<file path="config.mk">
export PLATFORM = sky130hd
export DESIGN_NAME = bmr_decoder
export DESIGN_NICKNAME = d
export VERILOG_FILES = /design/src/include/bmr_pkg.sv /design/src/core/bmr_decoder.sv
export SDC_FILE = /design/constraint.sdc
export NUM_CORES = 1
export LEC_CHECK = 0
export BUFFER_PORTS_ARGS = -buffer_cell sky130_fd_sc_hd__buf_2
export CAP_MARGIN = 20
export CORE_UTILIZATION = 49
export CTS_BUF_LIST = sky130_fd_sc_hd__clkbuf_8
export DETAILED_ROUTE_END_ITERATION = 12
export PLACE_DENSITY = 0.86
export SYNTH_ARGS = -nofsm -noshare
export SYNTH_HDL_FRONTEND = slang
export SYNTH_SLANG_ARGS = --single-unit
export TNS_END_PERCENT = 1
</file>
<file path="constraint.sdc">
create_clock -name clk -period 3.87 [get_ports clk]
set_clock_uncertainty 0.15 [all_clocks]
set_input_delay 0.387 -clock clk [delete_from_list [all_inputs] [get_ports clk]]
set_output_delay 0.387 -clock clk [all_outputs]
set_load 0.01 [all_outputs]
</file>
<file path="src/include/bmr_pkg.sv">
package bmr_pkg;

    // address map
    localparam logic [31:0] BOOT_TOP     = 32'h000F_FFFF;
    localparam logic [31:0] ITCM_BASE    = 32'h0010_0000;
    localparam logic [31:0] DTCM_BASE    = 32'h0020_0000;
    localparam logic [31:0] SRAM_BASE    = 32'h0030_0000;
    localparam logic [31:0] ROM_BASE     = 32'h0040_0000;
    localparam logic [19:0] INT_WIN_MASK = 20'hF_FFFF;
    localparam logic [3:0]  BANK_INT     = 4'h0;
    localparam logic [3:0]  BANK_EXT_LO  = 4'h1;
    localparam logic [3:0]  BANK_EXT_HI  = 4'h6;
    localparam logic [3:0]  BANK_DDR     = 4'h7;
    localparam logic [3:0]  BANK_PERIPH  = 4'hF;
    localparam logic [11:0] SUB_BOOT     = 12'h000;
    localparam logic [11:0] SUB_ITCM     = 12'h001;
    localparam logic [11:0] SUB_DTCM     = 12'h002;
    localparam logic [11:0] SUB_SRAM     = 12'h003;
    localparam logic [11:0] SUB_ROM      = 12'h004;

    // reset values
    localparam logic        REMAP_RST    = 1'b0;
    localparam logic        BOOT_ROM_RST = 1'b1;

    // static memory controller boot defaults
    localparam logic [1:0]  SMC_WIDTH_16 = 2'h1;
    localparam logic        SMC_BYTE_SEL = 1'b1;
    localparam logic        SMC_RW_BY_CS = 1'b1;

    // slave targets
    typedef enum logic [3:0] {
        BMR_TGT_ABORT = 4'h0,
        BMR_TGT_ROM   = 4'h1,
        BMR_TGT_SRAM  = 4'h2,
        BMR_TGT_ITCM  = 4'h3,
        BMR_TGT_DTCM  = 4'h4,
        BMR_TGT_EXT   = 4'h5,
        BMR_TGT_DDR   = 4'h6,
        BMR_TGT_PERIPH = 4'h7
    } bmr_tgt_t;

    // decode result
    typedef struct packed {
        logic       hit;
        bmr_tgt_t   tgt;
        logic [2:0] ext_cs;
        logic [31:0] offs;
    } bmr_sel_t;

    // static memory controller default config
    typedef struct packed {
        logic [2:0] cs;
        logic       byte_sel;
        logic [1:0] width;
        logic       rw_by_cs;
    } bmr_smc_cfg_t;

    // boot decoder state
    typedef enum logic [1:0] {
        BMR_ST_SAMPLE = 2'b00,
        BMR_ST_BOOT   = 2'b01,
        BMR_ST_REMAP  = 2'b11
    } bmr_st_t;

endpackage

</file>
<file path="src/core/bmr_decoder.sv">
`timescale 1ns/1ps
// Function
// - first fetch after reset comes from address zero via the boot mapping.
// - boot region owner chosen by boot select pin level sampled at reset.
// - boot select high routes boot region to embedded ROM.
// - boot select low routes boot region to external chip select zero.
// - addresses zero to 0x000F_FFFF form the boot region only.
// - after software remap command, internal SRAM answers at address zero.
// - every memory stays reachable at its own base address always.
// - external boot sets STATIC_MEMORY_CTRL to CS0, byte select, 16-bit, strobes by CS.
// - before remap, SRAM is reachable only at its fixed base.
// - accesses to unused areas return an abort to the master.
// - 16 banks of 256 MB; banks 1 to 6 go to external chip selects.
module bmr_decoder (
    input  wire logic                  clk,             // 200 MHz bus clock
    input  wire logic                  nrst,            // synchronous reset, active low
    input  wire logic                  boot_select_pin, // strap pin, asynchronous
    input  wire logic                  remap_cmd,       // one-cycle remap command pulse
    input  wire logic                  req_valid,       // master request valid
    input  wire logic [31:0]           req_addr,        // master byte address
    output logic                       sel_valid,       // decode result valid (comb)
    output bmr_pkg::bmr_sel_t          sel_q,           // registered decode result
    output logic                       abort_q,         // registered abort answer
    output logic                       boot_rom_q,      // latched boot select level
    output logic                       remap_q,         // remap done
    output bmr_pkg::bmr_smc_cfg_t      smc_cfg_q        // static memory ctrl defaults
);

    // three-stage pin sync; first stage feeds only the second
    logic [2:0] pin_sync_q;
    logic [2:0] pin_sync_d;
    bmr_pkg::bmr_st_t st_q, st_d;
    logic boot_rom_d, remap_d;
    bmr_pkg::bmr_sel_t sel_d;
    logic abort_d;
    bmr_pkg::bmr_smc_cfg_t smc_cfg_d;
    logic req_seen_q;

    // combinational address decode used for any master address
    function automatic bmr_pkg::bmr_sel_t decode(input logic [31:0] a,
                                                  input logic        rom_boot,
                                                  input logic        remapped);
        bmr_pkg::bmr_sel_t s;
        logic [3:0]  bank;
        logic [11:0] sub;
        s = '0;
        bank = a[31:28];
        sub  = a[31:20];
        s.offs = {12'h000, a[19:0] & bmr_pkg::INT_WIN_MASK};
        s.hit  = 1'b1;
        if (bank == bmr_pkg::BANK_INT) begin
            case (sub)
                bmr_pkg::SUB_BOOT: begin
                    if (remapped)
                        s.tgt = bmr_pkg::BMR_TGT_SRAM;
                    else if (rom_boot)
                        s.tgt = bmr_pkg::BMR_TGT_ROM;
                    else begin
                        s.tgt    = bmr_pkg::BMR_TGT_EXT;
                        s.ext_cs = 3'h0;
                    end
                end
                bmr_pkg::SUB_ITCM: s.tgt = bmr_pkg::BMR_TGT_ITCM;
                bmr_pkg::SUB_DTCM: s.tgt = bmr_pkg::BMR_TGT_DTCM;
                bmr_pkg::SUB_SRAM: s.tgt = bmr_pkg::BMR_TGT_SRAM;
                bmr_pkg::SUB_ROM:  s.tgt = bmr_pkg::BMR_TGT_ROM;
                default: begin
                    s.hit = 1'b0;
                    s.tgt = bmr_pkg::BMR_TGT_ABORT;
                end
            endcase
        end else if (bank >= bmr_pkg::BANK_EXT_LO && bank <= bmr_pkg::BANK_EXT_HI) begin
            // external banks keep full 256 MB offset
            s.tgt    = bmr_pkg::BMR_TGT_EXT;
            s.ext_cs = 3'(bank - bmr_pkg::BANK_EXT_LO);
            s.offs   = {4'h0, a[27:0]};
        end else if (bank == bmr_pkg::BANK_DDR) begin
            s.tgt  = bmr_pkg::BMR_TGT_DDR;
            s.offs = {4'h0, a[27:0]};
        end else if (bank == bmr_pkg::BANK_PERIPH) begin
            s.tgt  = bmr_pkg::BMR_TGT_PERIPH;
            s.offs = {4'h0, a[27:0]};
        end else begin
            s.hit = 1'b0;
            s.tgt = bmr_pkg::BMR_TGT_ABORT;
        end
        return s;
    endfunction

    // boot state: sample the strap once sync is settled, then hold it
    always_comb begin
        pin_sync_d = {pin_sync_q[1:0], boot_select_pin};
        st_d       = st_q;
        boot_rom_d = boot_rom_q;
        remap_d    = remap_q;
        smc_cfg_d  = smc_cfg_q;
        case (st_q)
            bmr_pkg::BMR_ST_SAMPLE: begin
                // wait until stages two and three agree before trusting the strap
                if (pin_sync_q[2] == pin_sync_q[1] && req_seen_q) begin
                    boot_rom_d = pin_sync_q[2];
                    st_d       = bmr_pkg::BMR_ST_BOOT;
                    smc_cfg_d.cs       = 3'h0;
                    smc_cfg_d.byte_sel = bmr_pkg::SMC_BYTE_SEL;
                    smc_cfg_d.width    = bmr_pkg::SMC_WIDTH_16;
                    smc_cfg_d.rw_by_cs = bmr_pkg::SMC_RW_BY_CS;
                end
            end
            bmr_pkg::BMR_ST_BOOT: begin
                if (remap_cmd) begin
                    remap_d = 1'b1;
                    st_d    = bmr_pkg::BMR_ST_REMAP;
                end
            end
            bmr_pkg::BMR_ST_REMAP: st_d = bmr_pkg::BMR_ST_REMAP;
            default: st_d = bmr_pkg::BMR_ST_SAMPLE;
        endcase
    end

    // sync keeps shifting through reset: zeroed stages would look settled and latch a false strap
    always_ff @(posedge clk) begin
        pin_sync_q <= pin_sync_d;
        if (!nrst) begin
            st_q       <= bmr_pkg::BMR_ST_SAMPLE;
            boot_rom_q <= bmr_pkg::BOOT_ROM_RST;
            remap_q    <= bmr_pkg::REMAP_RST;
            smc_cfg_q  <= '0;
            req_seen_q <= 1'b0;
        end else begin
            st_q       <= st_d;
            boot_rom_q <= boot_rom_d;
            remap_q    <= remap_d;
            smc_cfg_q  <= smc_cfg_d;
            req_seen_q <= pin_sync_q[2] == pin_sync_q[1];
        end
    end

    // masters may only issue once the strap is settled
    assign sel_valid = req_valid && (st_q != bmr_pkg::BMR_ST_SAMPLE);

    // registered decode answer, one cycle after the request
    always_comb begin
        sel_d   = decode(req_addr, boot_rom_q, remap_q);
        abort_d = sel_valid && !sel_d.hit;
        if (!sel_valid)
            sel_d = '0;
    end

    always_ff @(posedge clk) begin
        if (!nrst) begin
            sel_q   <= '0;
            abort_q <= 1'b0;
        end else begin
            sel_q   <= sel_d;
            abort_q <= abort_d;
        end
    end

    // boot region answers with the chosen memory
    boot_rom_a: assert property (@(posedge clk) disable iff (!nrst)
        sel_valid && req_addr <= bmr_pkg::BOOT_TOP && boot_rom_q && !remap_q
        |=> sel_q.tgt == bmr_pkg::BMR_TGT_ROM)
        else $error("boot region not on rom");
    boot_ext_a: assert property (@(posedge clk) disable iff (!nrst)
        sel_valid && req_addr <= bmr_pkg::BOOT_TOP && !boot_rom_q && !remap_q
        |=> sel_q.tgt == bmr_pkg::BMR_TGT_EXT && sel_q.ext_cs == 3'h0)
        else $error("boot region not on cs0");
    remap_sram_a: assert property (@(posedge clk) disable iff (!nrst)
        sel_valid && req_addr <= bmr_pkg::BOOT_TOP && remap_q
        |=> sel_q.tgt == bmr_pkg::BMR_TGT_SRAM)
        else $error("remap not showing sram");
    rom_fixed_a: assert property (@(posedge clk) disable iff (!nrst)
        sel_valid && req_addr[31:20] == bmr_pkg::SUB_ROM
        |=> sel_q.tgt == bmr_pkg::BMR_TGT_ROM)
        else $error("rom lost at its base");
    sram_base_a: assert property (@(posedge clk) disable iff (!nrst)
        sel_valid && req_addr[31:20] == bmr_pkg::SUB_SRAM
        |=> sel_q.tgt == bmr_pkg::BMR_TGT_SRAM)
        else $error("sram lost at its base");
    unused_abort_a: assert property (@(posedge clk) disable iff (!nrst)
        sel_valid && req_addr[31:28] >= 4'h8 && req_addr[31:28] <= 4'hE
        |=> abort_q)
        else $error("unused bank not aborted");
    ext_bank_a: assert property (@(posedge clk) disable iff (!nrst)
        sel_valid && req_addr[31:28] == 4'h3
        |=> sel_q.tgt == bmr_pkg::BMR_TGT_EXT && sel_q.ext_cs == 3'h2)
        else $error("bank 3 not on cs2");
    strap_hold_a: assert property (@(posedge clk) disable iff (!nrst)
        st_q != bmr_pkg::BMR_ST_SAMPLE |=> $stable(boot_rom_q))
        else $error("strap level changed after sampling");
    smc_boot_a: assert property (@(posedge clk) disable iff (!nrst)
        st_q != bmr_pkg::BMR_ST_SAMPLE
        |-> smc_cfg_q.width == bmr_pkg::SMC_WIDTH_16 && smc_cfg_q.cs == 3'h0)
        else $error("smc defaults wrong");

    // strap capture, boot window confinement, remap take-up and bank 0 holes
    strap_high_a: assert property (@(posedge clk) disable iff (!nrst)
        st_q == bmr_pkg::BMR_ST_SAMPLE && st_d == bmr_pkg::BMR_ST_BOOT && pin_sync_q[2]
        |=> boot_rom_q)
        else $error("high strap not latched");
    strap_low_a: assert property (@(posedge clk) disable iff (!nrst)
        st_q == bmr_pkg::BMR_ST_SAMPLE && st_d == bmr_pkg::BMR_ST_BOOT && !pin_sync_q[2]
        |=> !boot_rom_q)
        else $error("low strap not latched");
    boot_window_a: assert property (@(posedge clk) disable iff (!nrst)
        sel_valid && req_addr <= bmr_pkg::BOOT_TOP
        |=> sel_q.hit && sel_q.offs[31:20] == 12'h000)
        else $error("boot region offset outside window");
    remap_take_a: assert property (@(posedge clk) disable iff (!nrst)
        st_q == bmr_pkg::BMR_ST_BOOT && remap_cmd
        |=> remap_q)
        else $error("remap command not taken");
    sub_abort_a: assert property (@(posedge clk) disable iff (!nrst)
        sel_valid && req_addr[31:28] == bmr_pkg::BANK_INT && req_addr[31:20] > bmr_pkg::SUB_ROM
        |=> abort_q && !sel_q.hit)
        else $error("unused internal area not aborted");

endmodule

</file>
==> results of run 1 <==
[state kept, by name, indices dropped and copies added, names as in the netlist]
signal,flops
req_seen_q,1
sel_q,35
boot_rom_q,1
remap_q,1
pin_sync_q,3
smc_cfg_q,1
abort_q,1
st_q,2
[routing by layer]
layer  global-route usage (%)  routed length [microns]  vias up
met3                    7.359                      202        5
met5                        0                        0        -
met1                    21.95                     1286      596
li1                         -                        -      663
met2                    30.77                     1698       52
met4                    8.306                       48        0
[kinds of logic (layout without fill, tap and decap cells)]
kind of cell	count (synthesis)	after routing	synth area share, %
other	1	9	0.2253
buffers and inverters	20	89	7.894
DFF	45	45	54.14
and+or+nand+nor	51	51	19.47
adders and majority gates	5	5	3.759
xor gates and xnor gates	2	2	1.053
AOI/OAI and AO/OA	28	28	13.46
[worst paths after layout]
check                                      from             to  cells after the start  slack (ns)
worst max-delay path               req_addr[28]      sel_q[35]                      6        2.06
worst min-delay path            boot_select_pin  pin_sync_q[0]                      1        0.04
worst max register to register          st_q[1]      sel_q[26]                      3        2.17
worst min register to register    pin_sync_q[0]  pin_sync_q[1]                      0        0.18
[through the flow]
step / std cells / instance area, sq um
global route: 273 / 2131
floorplan: 160 / 1694
finish: 273 / 2131
CTS: 273 / 2131
global placement: 265 / 2019
detailed placement: 265 / 2019
[worst reg2reg max path: cells and delay by family (launching register included)]
family	cells	cell delay, ns
flops	1	0.39
simple gates	2	0.84
compound gates	1	0.26
[synthesized netlist by cell type]
master / number / area, sq um
a2111oi_1: 2 / 20.02
a2111oi_2: 1 / 15.01
a211oi_1: 1 / 7.510
a21o_1: 1 / 7.510
a21oi_1: 3 / 15.01
a22oi_1: 1 / 7.510
a31oi_1: 4 / 25.02
and2_1: 22 / 137.6
and3_1: 1 / 6.260
and3b_1: 1 / 8.760
buf_2: 1 / 5.000
buf_4: 12 / 90.09
buf_6: 1 / 11.26
clkbuf_1: 1 / 3.750
clkbuf_2: 2 / 10.01
conb_1: 1 / 3.750
dfxtp_1: 45 / 900.9
ha_1: 5 / 62.56
inv_1: 3 / 11.26
nand2_1: 4 / 15.01
nand2b_1: 1 / 6.260
nand4_1: 1 / 6.260
nand4b_1: 1 / 8.760
nor2_1: 6 / 22.52
nor2b_1: 6 / 37.54
nor4_1: 2 / 12.51
nor4_2: 1 / 12.51
nor4b_1: 1 / 8.760
nor4bb_1: 1 / 10.01
o2111ai_1: 2 / 17.52
o211a_1: 7 / 70.07
o211ai_1: 1 / 7.510
o21a_1: 1 / 7.510
o21ai_0: 3 / 15.01
o31a_1: 1 / 8.760
or3_4: 1 / 11.26
or3b_2: 1 / 8.760
or4_4: 1 / 11.26
xnor2_1: 2 / 17.52
[area by class of cell]
type	instances	share of cell area, %
inverters	3	0.5285
clock buffers	5	3.230
well taps	44	2.584
multi-input cells	95	31.06
repair buffers	78	18.32
clock inverters	3	1.996
flip-flops and latches	45	42.28
[power by group through the flow]
stage	clock [mW]	sequential, mW	combinational (mW)
global placement	0	0.490	0.0775
global route	0.373	0.480	0.0874
CTS	0.349	0.479	0.0791
finish	0.342	0.479	0.0795
floorplan	0	0.493	0.0497
detailed placement	0	0.490	0.0787
==> impl_metrics.json, run 1 <==
{
  "longest_individual_stage_delay_on_the_worst_path_ns": 0.56,
  "syn_avg_cell_area_sq_um": 10.95,
  "kind_of_critical_path": "input pin to flip-flop",
  "core_area_sq_mm": 0.003128,
  "achievable-frequency_mhz": 551.3,
  "antenna_cells": 0,
  "fin_ws_ns": 2.056,
  "globalRoute.totalOverflow": 0,
  "layout.core_utilization_pct": 68.12,
  "drcViolationCount": 0,
  "cp_slowest_cell": "nor4b_1",
  "critical_path.top_delay_family": "simple AND/OR/NAND/NOR gates",
  "crit_path_buffers_inverters": 2,
  "final_layout_size_suffix_gt1_share_pct": 39.30,
  "postCtsResizedCells": 0,
  "grt_pass1_wl_microns": 4905,
  "worst-endpoint-required_ns": 3.93,
  "finalSetupViolations": 0,
  "grt_antenna_before_repair": 0,
  "die_width_microns": 60.28,
  "finalWirelength_microns": 3235,
  "gp_routability_congestion": 0.7834,
  "die_height_microns": 60.28,
  "power.clock.fraction_pct": 38.0,
  "ys.warnings.count": 0,
  "clock_insertion_delay_worst_skew_ns": 0.29,
  "preCtsSetupSlack_ns": 1.762,
  "syn-instance-count": 152,
  "capturing_element_type_of_the_critical_path": "flip-flop",
  "dpl.hpwl_microns": 2396,
  "run_status": "complete, no violations",
  "die_footprint_sq_mm": 0.003633,
  "detail_route.iter0.violations": 49,
  "initial_core_util_pct": 53.20,
  "maximum_level_of_the_cts_h_tree": 2,
  "root_buffer": "clkbuf_8",
  "rows": 20,
  "yosys.cell_types.count": 39,
  "totalNegativeSetupSlack_ns": 0,
  "clk_path_buf_depth": 2,
  "cts_tree": "built",
  "yosysSeqAreaShare_pct": 54.14,
  "first_global_vias": 1083,
  "fin_nets": 270,
  "vdd_ir_drop_max_uv": 301.9,
  "worst_hold_slack_ns": 0.04058,
  "post-route-min-period_ns": 1.814,
  "startpoint_type_of_the_worst_setup_path": "input pin",
  "most_common_library_cell_in_the_layout_ignoring_fill_and_taps": "buf_2",
  "most-common-layout-cells": "buf_2 (78), dfxtp_1 (45), and2_1 (22)",
  "antenna_violating_nets_post_route": 0,
  "grt_start_max_net_pins": 29,
  "slew_violations": 0,
  "final.fill_count": 256,
  "cp_cell_sequence": "buf_2 -> inv_1 -> ha_1 -> nor4b_1 -> nand4_1 -> a31oi_1",
  "postCtsSetupRepairBufs": 0,
  "drv_cap": 0,
  "cellInternalPower_uw": 699.5,
  "drtPass1Iterations": 4,
  "p_per_area_mw_per_mm2": 422.6,
  "static-leakage-power_nw": 1.162,
  "power.sequential.fraction_pct": 53.2,
  "multi_input_area_sq_um": 661.9,
  "switching_share_pct": 22.32,
  "tightest_slew_ns": 0.7951,
  "synthesis.area_sq_mm": 0.001664,
  "final-seq-area_sq_um": 900.9,
  "rsz0062_at_grt": "false",
  "layout_worst_path_cycle_share_pct": 46.87,
  "total_switching_power_uw": 201.0,
  "detail_route.wl_per_cell_microns": 11.85,
  "worst_setup_hold_path_clk_slew_ns": 0.08,
  "io_buffer_count": 78,
  "hold_buffers": 0,
  "cts_inserted_buffers": 5,
  "slew_headroom_pct": 46.55,
  "hp-class": "input pin to flip-flop",
  "ys_seq_elements": 45,
  "track_usage_pct": 18.96,
  "route.vias.total": 1316,
  "hold_viol": 0,
  "layout-area-overhead-vs-synth_pct": 28.04,
  "combPwrFrac_pct": 8.8,
  "sinks_on_the_clock_net": 45,
  "worstPathArrival_ns": 1.87,
  "overall_power_uw": 900.5,
  "io-pin-count": 88,
  "worst_path_fanout_max": 4,
  "via_per_inst": 4.821
}
No activity file was read; power rests on OpenSTA's default activity.
==> run 2, diff against run 1 <==
--- a/config.mk
+++ b/config.mk
@@ -5,12 +5,13 @@
 export SDC_FILE = /design/constraint.sdc
 export NUM_CORES = 1
 export LEC_CHECK = 0
+export ABC_AREA = 1
 export BUFFER_PORTS_ARGS = -buffer_cell sky130_fd_sc_hd__buf_2
 export CAP_MARGIN = 20
-export CORE_UTILIZATION = 49
+export CORE_UTILIZATION = 46
 export CTS_BUF_LIST = sky130_fd_sc_hd__clkbuf_8
 export DETAILED_ROUTE_END_ITERATION = 12
-export PLACE_DENSITY = 0.86
+export PLACE_DENSITY = 0.81
 export SYNTH_ARGS = -nofsm -noshare
 export SYNTH_HDL_FRONTEND = slang
 export SYNTH_SLANG_ARGS = --single-unit
==> constraint.sdc (replaced) <==
create_clock -name clk -period 1.9 [get_ports clk]
set_clock_uncertainty 0.15 [all_clocks]
set_input_delay 0.19 -clock clk [delete_from_list [all_inputs] [get_ports clk]]
set_output_delay 0.19 -clock clk [all_outputs]
set_load 0.01 [all_outputs]
==> impl_metrics.json, run 2 <==
{
  "static-leakage-power_nw": 1.358,
  "critical_path.top_delay_family": "buffers and inverters",
  "cts_tree": "built",
  "run_status": "complete, no violations",
  "die_footprint_sq_mm": 0.003882,
  "globalRoute.totalOverflow": 0,
  "p_per_area_mw_per_mm2": 776.8,
  "post-place-cells": 316,
  "postCtsResizedCells": 0,
  "syn_avg_cell_area_sq_um": 8.535,
  "kind_of_critical_path": "input pin to flip-flop",
  "yosys.cell_types.count": 22,
  "synthArstFlopShare_pct": 0,
  "drv_cap": 0,
  "core_area_sq_mm": 0.003416,
  "startpoint_type_of_the_worst_setup_path": "input pin",
  "finish.cell_count_without_fillers": 352,
  "synthTopCellsByCount": "dfxtp_1 (45), inv_1 (38), nor2_1 (32)",
  "track_usage_pct": 20.60,
  "preCtsSetupSlack_ns": 0.4509,
  "largest_register_ffs": 35,
  "hp-class": "input pin to flip-flop",
  "clk_path_buf_depth": 2,
  "rsz0062_at_grt": "false",
  "ys.warnings.count": 0,
  "post_synth_top_area_share_pct": 53.85,
  "final.fill_count": 275,
  "ys_seq_elements": 45,
  "worstPathArrival_ns": 1.74,
  "worst_setup_hold_path_clk_slew_ns": 0.08,
  "worst_path_fanout_max": 4,
  "cp_cell_sequence": "dlygate4sd3_1 -> buf_2 -> inv_1 -> ha_1 -> nand3_4 -> nor2_1 -> nand2_1 -> nand2_1 -> nor2_1",
  "first_global_vias": 1445,
  "die_height_microns": 62.31,
  "most-common-layout-cells": "buf_2 (78), dfxtp_1 (45), inv_1 (39)",
  "clock_insertion_delay_worst_skew_ns": 0.29,
  "synthesis.area_sq_mm": 0.001673,
  "antenna_violating_nets_post_route": 0,
  "die_width_microns": 62.31,
  "crit_path_buffers_inverters": 3,
  "grt_start_max_net_pins": 26,
  "capturing_element_type_of_the_critical_path": "flip-flop",
  "layout_worst_path_cycle_share_pct": 90.19,
  "drtPass1Iterations": 5,
  "via_per_inst": 4.412,
  "detail_route.iter0.violations": 79,
  "route.vias.total": 1553,
  "fin_nets": 347,
  "worst-endpoint-required_ns": 1.93,
  "achievable-frequency_mhz": 583.5,
  "vdd_ir_drop_max_uv": 635.9,
  "synth.area.top_cells": "dfxtp_1 (54%), inv_1 (8.5%), nor2_1 (7.2%)",
  "most_common_library_cell_in_the_layout_ignoring_fill_and_taps": "buf_2",
  "cts_inserted_buffers": 5,
  "yosysSeqAreaShare_pct": 53.85,
  "cp_slowest_cell": "dlygate4sd3_1",
  "totalNegativeSetupSlack_ns": 0,
  "syn-instance-count": 196,
  "root_buffer": "clkbuf_8",
  "maximum_level_of_the_cts_h_tree": 2,
  "register_to_register_setup_slack_ns": 0.58,
  "hold_viol": 0,
  "slew_violations": 0,
  "synth_flop_cell": "dfxtp_1",
  "max_flop_register": "sel_q",
  "longest_individual_stage_delay_on_the_worst_path_ns": 0.53,
  "final-seq-area_sq_um": 900.9,
  "grt_antenna_before_repair": 0,
  "fin_ws_ns": 0.1863,
  "layout-area-overhead-vs-synth_pct": 46.90,
  "multi_input_area_sq_um": 559.3,
  "final_layout_size_suffix_gt1_share_pct": 32.35,
  "io_buffer_count": 78,
  "sinks_on_the_clock_net": 45,
  "top_regs": "sel_q (35), pin_sync_q (3), st_q (2)",
  "gp_routability_congestion": 0.8475,
  "rows": 21,
  "post-route-min-period_ns": 1.714,
  "initial_core_util_pct": 48.97,
  "dpl.hpwl_microns": 2476,
  "synth-edff-count": 0,
  "grt_pass1_wl_microns": 6223,
  "detail_route.wl_per_cell_microns": 10.58,
  "finalWirelength_microns": 3723,
  "antenna_cells": 0,
  "yosys.cell_count.top_type": "dfxtp_1",
  "io-pin-count": 88,
  "finalSetupViolations": 0,
  "synth_area_leader_cell": "dfxtp_1",
  "drcViolationCount": 0
}
[run 2: repair_timing]
item | 4_1_cts | 5_1_grt
endpoints found under the hold margin | 28 | 0
setup buffers | 0 | 0
hold buffers | 28 | 0
[run 2: worst paths after layout]
check | startpoint | end | cells after the start
worst min register to register | pin_sync_q[0] | pin_sync_q[1] | 0
worst min-delay path | nrst | boot_rom_q | 2
worst max-delay path | req_addr[28] | abort_q | 9
worst max register to register | st_q[1] | sel_q[34] | 5
[run 2: cell families after synthesis]
group / Yosys count / share of synthesized area, %
AO/OA/AOI/OAI: 7 / 2.319
adder cells (fa/ha/maj): 5 / 3.740
buffers and inverters: 53 / 14.51
flip-flops: 45 / 53.85
XOR/XNOR: 1 / 0.5237
other: 1 / 0.2242
AND/OR/NAND/NOR: 84 / 24.83
[run 2: area by class of cell]
type	instances	area share, %
clock buffer	5	2.800
clock inverter	3	1.731
sequential	45	36.66
multi-input combinational	106	22.76
inverter	40	6.110
tap	46	2.342
timing repair buffer	107	27.60
[run 2: per-stage QoR]
stage	instance area, sq um	hold WS [ns]	utilization [%]	total power, mW
6_report	2457	0.01424	71.94	1.909
3_3_place_gp	2066	0.1433	60.48	1.174
3_5_place_dp	2066	0.1436	60.48	1.181
5_1_grt	2457	0.006166	71.94	2.004
2_1_floorplan	1703	0.06772	-	1.118
4_1_cts	2457	0.01028	71.94	1.921
[run 2: metal layers]
metal  GRT usage [%]  vias to the layer above  wire, microns
met5               0                        -              0
met1           21.13                      699           1388
met4           10.47                        0            119
li1                -                      781              -
met3           4.963                       12            194
met2           38.46                       61           2021
[run 2: power by group]
part           switching [mW]  total (mW)  leakage, nW  internal (mW)
Sequential             0.0113       0.977        0.365          0.966
Combinational           0.120       0.229        0.934          0.110
Clock                   0.313       0.702       0.0595          0.389
Total                   0.444        1.91         1.36           1.47
==> run 3, diff against run 2 <==
--- a/config.mk
+++ b/config.mk
@@ -11,6 +11,7 @@
 export CORE_UTILIZATION = 46
 export CTS_BUF_LIST = sky130_fd_sc_hd__clkbuf_8
 export DETAILED_ROUTE_END_ITERATION = 12
+export HOLD_SLACK_MARGIN = 0.05
 export PLACE_DENSITY = 0.81
 export SYNTH_ARGS = -nofsm -noshare
 export SYNTH_HDL_FRONTEND = slang
==> constraint.sdc (replaced) <==
create_clock -name clk -period 1.9 [get_ports clk]
set_clock_uncertainty 0.15 [all_clocks]
set_input_delay 0.38 -clock clk [delete_from_list [all_inputs] [get_ports clk]]
set_output_delay 0.38 -clock clk [all_outputs]
set_load 0.01 [all_outputs]
==> impl_metrics.json, run 3 (synthesis results as in run 2) <==
{
  "run_status": "complete, no violations",
  "via_per_inst": 4.289,
  "final_layout_size_suffix_gt1_share_pct": 35.84,
  "slew_violations": 0,
  "placement.cell_area_sq_mm": 0.002066,
  "hp-class": "input pin to flip-flop",
  "antenna_cells": 0,
  "route.vias.total": 1394,
  "post-place-cells": 316,
  "gp_routability_congestion": 0.8798,
  "critical_path.top_delay_family": "flip-flops",
  "vdd_ir_drop_max_uv": 386.1,
  "worstPathArrival_ns": 1.04,
  "die_height_microns": 62.31,
  "core_area_sq_mm": 0.003416,
  "preCtsSetupSlack_ns": 0.2512,
  "capturing_element_type_of_the_critical_path": "output port",
  "final_cell_area_sq_mm": 0.002172,
  "drcViolationCount": 0,
  "postCtsResizedCells": 0,
  "drv_cap": 0,
  "clk_path_buf_depth": 2,
  "most_common_library_cell_in_the_layout_ignoring_fill_and_taps": "buf_2",
  "clock_insertion_delay_worst_skew_ns": 0.30,
  "worst_setup_hold_path_clk_slew_ns": 0.08,
  "cts_inserted_buffers": 5,
  "detail_route.wl_per_cell_microns": 9.754,
  "top_regs": "sel_q (35), pin_sync_q (3), st_q (2)",
  "cp_cell_sequence": "nor2_2 -> nor2_4 -> buf_2",
  "detail_route.iter0.violations": 57,
  "layout.core_utilization_pct": 63.59,
  "die_width_microns": 62.31,
  "longest_individual_stage_delay_on_the_worst_path_ns": 0.33,
  "fin_ws_ns": 0.3285,
  "initial_core_util_pct": 48.97,
  "largest_register_ffs": 35,
  "most-common-layout-cells": "buf_2 (78), dfxtp_1 (45), inv_1 (38)",
  "cts_tree": "built",
  "worst_path_fanout_max": 3,
  "kind_of_critical_path": "flip-flop to output port",
  "globalRoute.totalOverflow": 0,
  "grt_pass1_wl_microns": 5471,
  "worst-endpoint-required_ns": 1.37,
  "finalSetupViolations": 0,
  "io_buffer_count": 78,
  "maximum_level_of_the_cts_h_tree": 2,
  "layout_worst_path_cycle_share_pct": 82.71,
  "finish.cell_count_without_fillers": 325,
  "grt_antenna_before_repair": 0,
  "root_buffer": "clkbuf_8",
  "max_flop_register": "sel_q",
  "totalNegativeSetupSlack_ns": 0,
  "achievable-frequency_mhz": 636.3,
  "static-leakage-power_nw": 1.237,
  "grt_start_max_net_pins": 18,
  "io-pin-count": 88,
  "p_per_area_mw_per_mm2": 813.5,
  "hold_viol": 0,
  "layout-area-overhead-vs-synth_pct": 29.84,
  "post-route-min-period_ns": 1.572,
  "sinks_on_the_clock_net": 45,
  "track_usage_pct": 17.87,
  "drtPass1Iterations": 4,
  "first_global_vias": 1302,
  "rsz0062_at_grt": "false",
  "rows": 21,
  "finalWirelength_microns": 3170,
  "die_footprint_sq_mm": 0.003882,
  "antenna_violating_nets_post_route": 0,
  "postCtsSetupRepairBufs": 0,
  "crit_path_buffers_inverters": 1,
  "fin_nets": 320,
  "cp_slowest_cell": "dfxtp_1",
  "startpoint_type_of_the_worst_setup_path": "flip-flop",
  "dpl.hpwl_microns": 2495
}
## run 3: metrics by stage
stage / hold slack, ns / power (mW)
3_3_place_gp: 0.1621 / 1.174
6_report: 0.1307 / 1.767
2_1_floorplan: 0.1596 / 1.118
5_1_grt: 0.1365 / 1.856
3_5_place_dp: 0.1650 / 1.180
4_1_cts: 0.1294 / 1.777
## run 3: layout make-up
cell class / count / area, sq um
Fill cell: 303 / 1244
Sequential cell: 45 / 900.9
Multi-Input combinational cell: 106 / 559.3
Timing Repair Buffer: 80 / 407.9
Inverter: 40 / 150.1
Clock buffer: 6 / 82.58
Tap cell: 46 / 57.56
Clock inverter: 2 / 13.76
## run 3: worst paths after layout
check	end	slack (ns)	startpoint	cells after the start
setup reg to reg	sel_q[5]	0.47	st_q[1]	5
hold reg to reg	pin_sync_q[1]	0.18	pin_sync_q[0]	0
hold / removal	sel_q[32]	0.13	req_addr[28]	2
setup / recovery	sel_valid	0.33	st_q[1]	3
## run 3: metal layers
layer	vias up	GRT usage (%)	wire length (microns)
met2	46	32.28	1649
met5	-	0	0
met1	617	19.44	1304
met4	0	7.267	65
li1	725	-	-
met3	6	5.147	150
## run 3: power breakdown
| group | total [mW] | leakage, nW | switching, mW | internal, mW |
|---|---|---|---|---|
| logic | 0.182 | 0.821 | 0.108 | 0.0735 |
| registers | 0.977 | 0.365 | 0.0113 | 0.966 |
| clock network | 0.608 | 0.0512 | 0.313 | 0.295 |
## run 3: what timing repair did
action                                  4_1_cts  5_1_grt
endpoints found under the setup margin        0        0
hold buffers                                  1        0
endpoints found under the hold margin         1        0
